**config.mk**
```make
export PLATFORM = sky130hd
export DESIGN_NAME = store_right_trap_system_call_op_exec
export DESIGN_NICKNAME = d
export VERILOG_FILES = /design/src/hw/exec_pkg.sv /design/src/hw/store_right_trap_system_call_op_exec.sv
export VERILOG_INCLUDE_DIRS = /design/src /design/src/hw
export SDC_FILE = /design/constraint.sdc
export NUM_CORES = 1
export LEC_CHECK = 0
export BUFFER_PORTS_ARGS = -buffer_cell sky130_fd_sc_hd__buf_2
export CORE_AREA = 2 2 209 211
export DETAILED_ROUTE_END_ITERATION = 12
export DIE_AREA = 0 0 211 213
export GPL_TIMING_DRIVEN = 0
export PLACE_DENSITY_LB_ADDON = 0.3
export SETUP_SLACK_MARGIN = 0.02
export SYNTH_ARGS = -nofsm -noshare
export SYNTH_HDL_FRONTEND = slang
export SYNTH_SLANG_ARGS = --single-unit
```
**constraint.sdc**
```tcl
create_clock -name clk_in -period 5.28 [get_ports clk_in]
set_input_delay 0.264 -clock clk_in [delete_from_list [all_inputs] [get_ports clk_in]]
set_output_delay 0.264 -clock clk_in [all_outputs]
set_load 0.01 [all_outputs]
```
**src/hw/exec_defs.svh**
```systemverilog
// Purpose: constants for the store-right / trap / system call execute block
// Assumes: 32-bit instruction words, 64-bit datapath
// Notes:   definitions only
`ifndef EXEC_DEFS_SVH
`define EXEC_DEFS_SVH
`define OP_FUNCTION_CODED    6'h00
`define OP_REGISTER_IMM      6'h01
`define OP_STORE_WORD_RIGHT  6'h2e
`define FN_BARRIER           6'h0f
`define FN_SYSTEM_CALL       6'h0c
`define FN_TRAP_EQ_REG       6'h34
`define FN_TRAP_GE_S_REG     6'h30
`define FN_TRAP_GE_U_REG     6'h31
`define SUB_TRAP_EQ_IMM      5'h0c
`define SUB_TRAP_GE_S_IMM    5'h08
`define SUB_TRAP_GE_U_IMM    5'h09
`define ACCESS_WORD          2'h3
`endif

```
**src/hw/exec_pkg.sv**
```systemverilog
// Purpose: shared types for the execute block
// Assumes: nothing
// Notes:   operation classes decoded from one instruction word
package exec_pkg;
   typedef enum logic [2:0] {
      op_none,
      op_store_right,
      op_barrier,
      op_system_call,
      op_trap
   } op_class_e;
endpackage

```
**src/hw/store_right_trap_system_call_op_exec.sv**
```systemverilog
// Purpose: execute stage for store-word-right, barrier, system call and eq/ge traps
// Assumes: translation answers in the same cycle; operands already read
// Notes:   one instruction per cycle, results registered
// =====================================================================
`timescale 1ns/1ps
`default_nettype none
`include "exec_defs.svh"
module store_right_trap_system_call_op_exec #(
   parameter int PADDR_W = 36
) (
   // clock and reset
   input  wire logic               clk_in,
   input  wire logic               rst_n_in,
   // issued instruction
   input  wire logic               valid_in,
   input  wire logic [31:0]        instr_in,
   input  wire logic [63:0]        first_source_reg_in,
   input  wire logic [63:0]        second_source_reg_in,
   input  wire logic               mode64_in,
   // endian controls
   input  wire logic               memory_endian_flag_in,
   input  wire logic               cpu_endian_flag_in,
   input  wire logic               reverse_endian_flag_in,
   // translation
   output logic [63:0]             xlate_vaddr_out,
   output logic                    xlate_req_out,
   input  wire logic [PADDR_W-1:0] xlate_paddr_in,
   input  wire logic               xlate_uncached_in,
   input  wire logic               xlate_tlb_refill_in,
   input  wire logic               xlate_tlb_invalid_in,
   input  wire logic               xlate_tlb_modify_in,
   input  wire logic               xlate_addr_error_in,
   input  wire logic               mem_bus_error_in,
   // store issue
   output logic                    store_valid_out,
   output logic                    store_uncached_out,
   output logic [1:0]              store_type_out,
   output logic [63:0]             store_data_out,
   output logic [PADDR_W-1:0]      store_paddr_out,
   output logic [63:0]             store_vaddr_out,
   // exceptions and retirement
   output logic                    exc_system_call_out,
   output logic                    exc_trap_out,
   output logic                    exc_tlb_refill_out,
   output logic                    exc_tlb_invalid_out,
   output logic                    exc_tlb_modify_out,
   output logic                    exc_addr_error_out,
   output logic                    exc_bus_error_out,
   output logic                    flush_younger_out,
   output logic                    retire_ok_out
);
   // refused at elaboration: the xor/clear logic needs bits 2..0, vaddr caps at 64
   if (PADDR_W < 4 || PADDR_W > 64) begin
      $error("PADDR_W out of range");
   end

   // =====================================================================
   // decode
   logic [5:0]  primary;
   logic [5:0]  func;
   logic [4:0]  subop;
   logic [63:0] imm_sx;
   logic [63:0] vaddr;
   exec_pkg::op_class_e op_class;
   logic        trap_hit;

   assign primary = instr_in[31:26];
   assign func    = instr_in[5:0];
   assign subop   = instr_in[20:16];
   // code fields 25..6 / 15..6 are never looked at
   assign imm_sx  = {{48{instr_in[15]}}, instr_in[15:0]};

   // 32-bit mode sums and sign-extends the low word
   always_comb begin
      vaddr = first_source_reg_in + imm_sx;
      if (!mode64_in) begin
         vaddr = {{32{vaddr[31]}}, vaddr[31:0]};
      end
   end

   always_comb begin
      op_class = exec_pkg::op_none;
      trap_hit = 1'b0;
      case (primary)
         `OP_STORE_WORD_RIGHT: op_class = exec_pkg::op_store_right;
         `OP_FUNCTION_CODED: begin
            case (func)
               `FN_BARRIER:     op_class = exec_pkg::op_barrier;
               `FN_SYSTEM_CALL: op_class = exec_pkg::op_system_call;
               `FN_TRAP_EQ_REG: begin
                  op_class = exec_pkg::op_trap;
                  trap_hit = first_source_reg_in == second_source_reg_in;
               end
               `FN_TRAP_GE_S_REG: begin
                  op_class = exec_pkg::op_trap;
                  trap_hit = $signed(first_source_reg_in) >= $signed(second_source_reg_in);
               end
               `FN_TRAP_GE_U_REG: begin
                  op_class = exec_pkg::op_trap;
                  trap_hit = {1'b0, first_source_reg_in} >= {1'b0, second_source_reg_in};
               end
               default: op_class = exec_pkg::op_none;
            endcase
         end
         `OP_REGISTER_IMM: begin
            case (subop)
               `SUB_TRAP_EQ_IMM: begin
                  op_class = exec_pkg::op_trap;
                  trap_hit = first_source_reg_in == imm_sx;
               end
               `SUB_TRAP_GE_S_IMM: begin
                  op_class = exec_pkg::op_trap;
                  trap_hit = $signed(first_source_reg_in) >= $signed(imm_sx);
               end
               `SUB_TRAP_GE_U_IMM: begin
                  op_class = exec_pkg::op_trap;
                  trap_hit = first_source_reg_in >= imm_sx;
               end
               default: op_class = exec_pkg::op_none;
            endcase
         end
         default: op_class = exec_pkg::op_none;
      endcase
   end

   // =====================================================================
   // store-right address and data shaping
   logic                is_store;
   logic [1:0]          byte_idx;
   logic [PADDR_W-1:0]  paddr_adj;
   logic [63:0]         data_word;
   logic [63:0]         data_adj;
   logic                xlate_fault;

   assign is_store      = valid_in && op_class == exec_pkg::op_store_right;
   assign xlate_req_out = is_store;
   assign xlate_vaddr_out = vaddr;
   assign byte_idx = vaddr[1:0] ^ {2{cpu_endian_flag_in}};
   // only translation faults count; no alignment check exists here
   assign xlate_fault = xlate_tlb_refill_in | xlate_tlb_invalid_in |
                        xlate_tlb_modify_in | xlate_addr_error_in;

   always_comb begin
      paddr_adj = xlate_paddr_in;
      paddr_adj[2:0] = xlate_paddr_in[2:0] ^ {3{reverse_endian_flag_in}};
      if (!memory_endian_flag_in) begin
         paddr_adj[1:0] = 2'h0;
      end
   end

   always_comb begin
      data_word = {32'h0, second_source_reg_in[31:0]} << {byte_idx, 3'h0};
      data_word = {32'h0, data_word[31:0]};
      if (vaddr[2] ^ cpu_endian_flag_in) begin
         data_adj = {data_word[31:0], 32'h0};
      end else begin
         data_adj = data_word;
      end
   end

   // =====================================================================
   // store issue, squashed on translation fault
   always_ff @(posedge clk_in or negedge rst_n_in) begin
      if (!rst_n_in) begin
         store_valid_out    <= 1'b0;
         store_uncached_out <= 1'b0;
         store_type_out     <= 2'h0;
         store_data_out     <= 64'h0;
         store_paddr_out    <= '0;
         store_vaddr_out    <= 64'h0;
      end else begin
         store_valid_out    <= is_store && !xlate_fault;
         store_uncached_out <= xlate_uncached_in;
         store_type_out     <= `ACCESS_WORD - byte_idx;
         store_data_out     <= data_adj;
         store_paddr_out    <= paddr_adj;
         store_vaddr_out    <= vaddr;
      end
   end

   // =====================================================================
   // exceptions, one cycle pulses
   always_ff @(posedge clk_in or negedge rst_n_in) begin
      if (!rst_n_in) begin
         exc_tlb_refill_out  <= 1'b0;
         exc_tlb_invalid_out <= 1'b0;
         exc_tlb_modify_out  <= 1'b0;
         exc_addr_error_out  <= 1'b0;
         exc_bus_error_out   <= 1'b0;
      end else begin
         exc_tlb_refill_out  <= is_store && xlate_tlb_refill_in;
         exc_tlb_invalid_out <= is_store && xlate_tlb_invalid_in;
         exc_tlb_modify_out  <= is_store && xlate_tlb_modify_in;
         exc_addr_error_out  <= is_store && xlate_addr_error_in;
         // bus error reported by memory against the issued store
         exc_bus_error_out   <= store_valid_out && mem_bus_error_in;
      end
   end

   always_ff @(posedge clk_in or negedge rst_n_in) begin
      if (!rst_n_in) begin
         exc_system_call_out <= 1'b0;
         exc_trap_out        <= 1'b0;
         flush_younger_out   <= 1'b0;
         retire_ok_out       <= 1'b0;
      end else begin
         exc_system_call_out <= valid_in && op_class == exec_pkg::op_system_call;
         exc_trap_out        <= valid_in && op_class == exec_pkg::op_trap && trap_hit;
         // precise: flush and suppress write-back together
         flush_younger_out   <= valid_in && ((op_class == exec_pkg::op_system_call) ||
                                (op_class == exec_pkg::op_trap && trap_hit) ||
                                (is_store && xlate_fault));
         retire_ok_out       <= valid_in && !((op_class == exec_pkg::op_system_call) ||
                                (op_class == exec_pkg::op_trap && trap_hit) ||
                                (is_store && xlate_fault));
      end
   end

   // =====================================================================
   // checks
   property p_store_issue;
      @(posedge clk_in) disable iff (!rst_n_in)
      (valid_in && primary == `OP_STORE_WORD_RIGHT && !xlate_fault) |=> store_valid_out;
   endproperty
   a_store_issue: assert property (p_store_issue) else $error("store not issued");

   property p_no_align_err;
      @(posedge clk_in) disable iff (!rst_n_in)
      (is_store && !xlate_addr_error_in) |=> !exc_addr_error_out;
   endproperty
   a_no_align_err: assert property (p_no_align_err) else $error("alignment error raised");

   property p_le_paddr;
      @(posedge clk_in) disable iff (!rst_n_in)
      (is_store && !memory_endian_flag_in) |=> store_paddr_out[1:0] == 2'h0;
   endproperty
   a_le_paddr: assert property (p_le_paddr) else $error("low paddr bits not cleared");

   property p_type;
      @(posedge clk_in) disable iff (!rst_n_in)
      (is_store && !cpu_endian_flag_in) |=> store_type_out == 2'h3 - $past(vaddr[1:0]);
   endproperty
   a_type: assert property (p_type) else $error("access type wrong");

   property p_barrier;
      @(posedge clk_in) disable iff (!rst_n_in)
      (valid_in && op_class == exec_pkg::op_barrier) |=> (retire_ok_out && !exc_trap_out && !exc_system_call_out);
   endproperty
   a_barrier: assert property (p_barrier) else $error("barrier not a no-op");

   property p_system_call_op;
      @(posedge clk_in) disable iff (!rst_n_in)
      (valid_in && primary == `OP_FUNCTION_CODED && func == `FN_SYSTEM_CALL) |=> exc_system_call_out;
   endproperty
   a_system_call_op: assert property (p_system_call_op) else $error("system call missed");

   property p_teq;
      @(posedge clk_in) disable iff (!rst_n_in)
      (valid_in && primary == `OP_FUNCTION_CODED && func == `FN_TRAP_EQ_REG &&
       first_source_reg_in == second_source_reg_in) |=> exc_trap_out;
   endproperty
   a_teq: assert property (p_teq) else $error("equal trap missed");

   property p_trap_ge_unsigned_reg_op;
      @(posedge clk_in) disable iff (!rst_n_in)
      (valid_in && primary == `OP_FUNCTION_CODED && func == `FN_TRAP_GE_U_REG &&
       first_source_reg_in < second_source_reg_in) |=> !exc_trap_out;
   endproperty
   a_trap_ge_unsigned_reg_op: assert property (p_trap_ge_unsigned_reg_op) else $error("unsigned ge trap false");

   property p_precise;
      @(posedge clk_in) disable iff (!rst_n_in)
      (exc_trap_out || exc_system_call_out) |-> (flush_younger_out && !retire_ok_out);
   endproperty
   a_precise: assert property (p_precise) else $error("exception not precise");

   property p_paddr_high;
      @(posedge clk_in) disable iff (!rst_n_in)
      is_store |=> store_paddr_out[PADDR_W-1:3] == $past(xlate_paddr_in[PADDR_W-1:3]) &&
                   store_paddr_out[2] == $past(xlate_paddr_in[2] ^ reverse_endian_flag_in);
   endproperty
   a_paddr_high: assert property (p_paddr_high) else $error("paddr upper bits wrong");

   property p_data_low;
      @(posedge clk_in) disable iff (!rst_n_in)
      (is_store && vaddr[2:0] == 3'h0 && !cpu_endian_flag_in) |=>
         store_data_out == {32'h0, $past(second_source_reg_in[31:0])};
   endproperty
   a_data_low: assert property (p_data_low) else $error("store data wrong");

   property p_data_high;
      @(posedge clk_in) disable iff (!rst_n_in)
      (is_store && (vaddr[2] ^ cpu_endian_flag_in)) |=> store_data_out[31:0] == 32'h0;
   endproperty
   a_data_high: assert property (p_data_high) else $error("store data not in high half");

   property p_fault_squash;
      @(posedge clk_in) disable iff (!rst_n_in)
      (is_store && xlate_fault) |=> !store_valid_out && !retire_ok_out && flush_younger_out;
   endproperty
   a_fault_squash: assert property (p_fault_squash) else $error("faulting store not squashed");

   property p_trap_equal_imm_op;
      @(posedge clk_in) disable iff (!rst_n_in)
      (valid_in && primary == `OP_REGISTER_IMM && subop == `SUB_TRAP_EQ_IMM &&
       first_source_reg_in == {{48{instr_in[15]}}, instr_in[15:0]}) |=> exc_trap_out;
   endproperty
   a_trap_equal_imm_op: assert property (p_trap_equal_imm_op) else $error("equal immediate trap missed");

   property p_trap_ge_signed_imm_op;
      @(posedge clk_in) disable iff (!rst_n_in)
      (valid_in && primary == `OP_REGISTER_IMM && subop == `SUB_TRAP_GE_S_IMM &&
       $signed(first_source_reg_in) < $signed({{48{instr_in[15]}}, instr_in[15:0]})) |=> !exc_trap_out;
   endproperty
   a_trap_ge_signed_imm_op: assert property (p_trap_ge_signed_imm_op) else $error("signed ge immediate trap false");

   property p_trap_ge_unsigned_imm_op;
      @(posedge clk_in) disable iff (!rst_n_in)
      (valid_in && primary == `OP_REGISTER_IMM && subop == `SUB_TRAP_GE_U_IMM &&
       first_source_reg_in >= {{48{instr_in[15]}}, instr_in[15:0]}) |=> exc_trap_out;
   endproperty
   a_trap_ge_unsigned_imm_op: assert property (p_trap_ge_unsigned_imm_op) else $error("unsigned ge immediate trap missed");

   property p_other_primary;
      @(posedge clk_in) disable iff (!rst_n_in)
      (valid_in && primary != `OP_FUNCTION_CODED && primary != `OP_REGISTER_IMM) |=>
         !exc_trap_out && !exc_system_call_out;
   endproperty
   a_other_primary: assert property (p_other_primary) else $error("trap from wrong primary");
endmodule
`default_nettype wire

```
== Yosys cells after proc, flatten, opt, wreduce, memory -nomap -nowiden ==
Index checks and enable logic that the tools add are counted.
Widths: inputs -> output; s select.

* Bits in registers: 177
* Bits in latches: 0
* RAM bits: 0
* Memory bits (read-only): 0
* Input bits: 209
* Output and inout port bits: 242
* Memories kept: 0

* Add/sub/neg operators: 2
* Multipliers: 0
* Div/mod/pow operators: 0
* Order comparisons: 4
* Eq/ne operators: 15
* Shift-type cells: 1
* Mux-type cells: 9
* Bitwise gates (word level): 6
* Reduce and logical (&&, ||, !) cells: 21

{| class="wikitable"
|+ Operator list
! cell !! count
|-
| $ge 64x64->1 || 3
|-
| $eq 64x64->1 || 2
|-
| $mux 64 || 2
|-
| $add 64x64->64 || 1
|-
| $ge 64x16->1 || 1
|-
| $shl 32x5->32 || 1
|-
| $eq 6x6->1 const B || 4
|-
| $pmux 3 s3 || 2
|-
| $eq 5x4->1 const B || 3
|-
| $logic_and 1x1->1 || 14
|-
| $eq 6x4->1 const B || 2
|-
| $eq 6x1->1 const B || 1
|-
| $logic_not 6->1 || 1
|-
| $pmux 1 s3 || 2
|-
| $reduce_or 3->1 || 2
|-
| $eq 3x1->1 const B || 1
|-
| $eq 3x2->1 const B || 1
|-
| $eq 3x3->1 const B || 1
|-
| $mux 3 || 1
|-
| $or 1x1->1 || 3
|-
| $xor 3x3->3 || 1
|-
| $logic_not 1->1 || 2
|-
| $logic_or 1x1->1 || 2
|-
| $mux 2 || 1
|-
| 4 further kinds || 4
|}

== Logic depth before layout (Yosys ltp) ==
* Depth in word-level cells: 10
* Depth in mapped cells: 13
* Depth with buffers taken out: 12

== Worst setup path after synthesis ==
Ideal clock, no wire load.

* Path type: in2out
* Start point: in instr_in[15]
* End point: out xlate_vaddr_out[58]
* Arrival time: 3.825 ns
* Data required time: 5.016 ns
* Path slack: 1.191 ns
* Cell stages on the path: 11
* Path through: inv_1 ha_1 buf_4 nor4_2 nand3_1 o311a_4 o41a_4 nor3_4 o2111ai_2 and4_1 nor3_1

* Word-level cells in the longest chain between the ends: 2

{| class="wikitable"
|+ Ends and longest elaborated chain
! what !! line !! source
|-
| start, declared || store_right_trap_system_call_op_exec.sv:16 || <nowiki>input wire logic [31:0] instr_in,</nowiki>
|-
| $add 64x64->64 || store_right_trap_system_call_op_exec.sv:75 || <nowiki>vaddr = first_source_reg_in + imm_sx;</nowiki>
|-
| $mux 64 || store_right_trap_system_call_op_exec.sv:76 || <nowiki>if (!mode64_in) begin</nowiki>
|-
| end, declared || store_right_trap_system_call_op_exec.sv:25 || <nowiki>output logic [63:0] xlate_vaddr_out,</nowiki>
|}

Every way passes these cells.

== Final worst setup path ==
* Start point: in instr_in[15]
* End point: out xlate_vaddr_out[47]

Same word-level chain as after synthesis.

==> metrics.md <==
| Metric | Value |
|---|---|
| Final setup violating endpoints | 0 |
| Full die area | 44940 µm² |
| Port Buffer Count | 444 |
| Post-DP HPWL | 38.76 mm |
| Routed Antenna Nets | 0 |
| Leakage | 8.626 nW |
| CTS buffer count | 17 |
| Drt wl/cell | 18.91 µm |
| Final min period | around 5000 ps |
| Share of layout cells above drive strength 1 | roughly 28% |
| Max incr delay on CP | 600 ps |
| CP Capture Type | primary output |
| Initial Util | 29.74% |
| Crit path max-delay family | compound AO/OA/AOI/OAI gates |
| Root buffer cell | clkbuf_16 |
| Clock sink count | 177 |
| Core box area | 42700 µm² |
| Residual overflow from global routing | 0 |
| Vias | 12200 |
| Bufs and invs on worst path | 5 |
| Max rail drop VDD | 0.2153 mV |
| Clk_lat worst skew | ~480 ps |
| Vias in the first global route | 12070 |
| Min-delay worst type | input port to flop |
| Chip height | 213 µm |
| Post-synth EDFFs | 0 |
| Critical path class | input port to primary output |
| Post CTS Setup Buffer Count | 0 |
| Slowest CP cell | or4_1 |
| Max_cap viols | 0 |
| Gpl congestion | 0.9113 |
| Total Routed Length | ~47 mm |
| Antenna violations before repair | 11 |
| DR DRC count | 0 |
| CTS tree | built |
| GRT Total Usage | 20.51% |
| Filler cell count | approximately 4300 |
| Largest net degree at the start of global routing | 121 |
| Avg Synthesized Cell Area | 9.058 µm² |
| Power per standard cell area | approximately 280 nW/µm² |
| Design Area, Final | between 15000 and 20000 µm² |
| FP Rows | 76 |
| Post-synth ARST share | 100.0% |
| Dpl ws | -648.5 ps |
| Outcome | finished, final reports clean |
| Max-slew violation count | 0 |
| Final nets | about 2300 |
| Dominant synthesized flop cell | dfrtp_1 |
| I/O pin total | 451 |
| 1st-iter DRT viols | 812 |
| R2R setup slack | 4600 ps |
| Post-Synthesis Cells | 1402 |
| Hold Vio Cnt, Final | 0 |
| H-Tree Depth | 4 |
| Crit path DAT | 4740 ps |
| Slew HR | between 30% and 40% |
| CP required | 5020 ps |
| Fin crit share | around 95% |
| Vias per std cell | 4.922 |
| Register area share after synthesis | between 30% and 40% |
| Synth Register Bits | 177 |
| Yosys cell types | 82 |
| Die W | 211 µm |
| Worst Path Max Fanout | 49 |
| RSZ-0062 raised after global routing | false |
| Clock transition at the registers of the reported paths | 70 ps |
| Worst path cell trace | buf_6 -> inv_2 -> buf_16 -> ha_1 -> buf_2 -> or4_1 -> nor2_1 -> a21boi_1 -> a211o_1 -> nand3_2 -> a31oi_1 -> o21ai_0 -> a21o_1 -> a21o_1 -> a31oi_1 -> buf_2 |
| Highest Clock Rate | 0.2000 GHz |
| P&R area growth vs syn | 31.85% |
| First-pass GRT wire length | roughly 70 mm |
| Post-synthesis net count | 1803 |
| Clock buffer depth | 2 |
| Crit path launch type | input port |
| Clock Skews | 3.678 ps |
| Drt first pass iters | 5 |
| Synth warn | 0 |
| Synthesized area | 12700 µm² |
| Setup ws final | roughly 280 ps |
| Worst slew pin tran | about 900 ps |
| Area post-placement | approximately 16000 µm² |
-- area by class of cell --
class                      instances  area [µm²]  area share (%)
buffer                            44       197.7           1.181
antenna                           10       25.02          0.1494
timing repair buffer             489        2724           16.27
tap                              546       683.2           4.080
sequential                       177        4429           26.45
clock inverter                    15       163.9          0.9789
clock buffer                      17       425.4           2.541
multi-input combinational       1033        7541           45.03
inverter                         148       555.5           3.318
-- through the flow --
step / total power, W / instances / TNS (ps) / hold WS (ps) / utilization, %
2_1_floorplan: 0.002578 / 1402 / 0 / -31.59 / -
3_3_place_gp: 0.003309 / 2392 / -67680 / 371.9 / 36.55
3_5_place_dp: 0.003332 / 2394 / -16550 / 232.9 / 36.70
4_1_cts: 0.004680 / 2469 / 0 / 6.441 / 39.13
5_1_grt: 0.004910 / 2478 / 0 / 32.90 / 39.21
6_report: 0.004622 / 2479 / 0 / 47.19 / 39.22
-- layout by cell type (no fill, tap or decap), types with 24 or more instances in the layout --
cell type      Yosys  final
nand2_1           50     50
buf_2             10    452
nand4_1           36     36
inv_1            144    143
clkbuf_1          30     30
dlygate4sd3_1      0     43
ha_1             191    191
a21o_1            45     45
nor2b_1           33     33
dfrtp_1          177    177
nor4_1            26     25
xnor2_1           43     43
a21oi_1          150    150
and2_1            36     36
nor2_1           135    135
o21ai_0           52     52
a211oi_1          24     24
-- what timing repair did --
item                       in CTS  in global routing
setup endpoints to repair      34                 11
hold buffers                   43                  0
hold endpoints to repair       99                  0
gates resized for setup         3                  2
-- kinds of logic after synthesis --
family | Yosys count | synth area share, %
AO/OA/AOI/OAI | 380 | 19.80
flip-flops | 177 | 34.88
AND/OR/NAND/NOR | 403 | 16.35
XOR/XNOR | 58 | 4.059
adder cells (fa/ha/maj) | 192 | 18.98
buffers and inverters | 192 | 5.931
-- worst paths after layout --
| kind | startpoint | to | cells past startpoint |
|---|---|---|---|
| worst max-delay path | instr_in[15] | xlate_vaddr_out[47] | 16 |
| worst min-delay path | second_source_reg_in[3] | store_data_out[35] | 2 |
| worst max register to register | store_valid_out | exc_bus_error_out | 1 |
| worst min register to register | store_valid_out | exc_bus_error_out | 1 |
| max in group asynchronous | rst_n_in | store_vaddr_out[62] | 3 |
| min in group asynchronous | rst_n_in | store_paddr_out[14] | 2 |
-- flip-flops by register name (all words and copies together) (netlist names) --
register / cells
exc_addr_error_out: 1
exc_system_call_out: 1
store_vaddr_out: 64
exc_tlb_modify_out: 1
exc_tlb_invalid_out: 1
exc_trap_out: 1
store_type_out: 2
exc_tlb_refill_out: 1
exc_bus_error_out: 1
store_valid_out: 1
store_uncached_out: 1
store_data_out: 64
flush_younger_out: 1
retire_ok_out: 1
store_paddr_out: 36
-- layer usage --
metal / GRT usage (%) / share of wire [%]
met1: 24.97 / 43
met4: 8.378 / 2.6
met3: 4.192 / 5.3
met5: 0 / 0.036
met2: 35.34 / 49
-- power breakdown --
group	internal (W)	switching [W]	total (W)
clock network	0.000672	0.000616	0.00129
registers	0.00155	0.0000496	0.00160
logic	0.000662	0.00107	0.00173
total	0.00289	0.00174	0.00462
-- cells in the mapped netlist (23+ instances only) --
cell	count	area share, %
a21oi_1	150	5.9
nand2_1	50	1.5
nor2b_1	33	1.6
dfrtp_1	177	35
ha_1	191	19
nor3_1	23	0.91
nor2_1	135	4.0
xnor2_1	43	3.0
nand4_1	36	1.8
nor4_1	26	1.3
a211oi_1	24	1.4
o21ai_0	52	2.0
a21o_1	45	2.7
and2_1	36	1.8
clkbuf_1	30	0.89
inv_1	144	4.3
No activity file was read; power rests on OpenSTA's default activity.
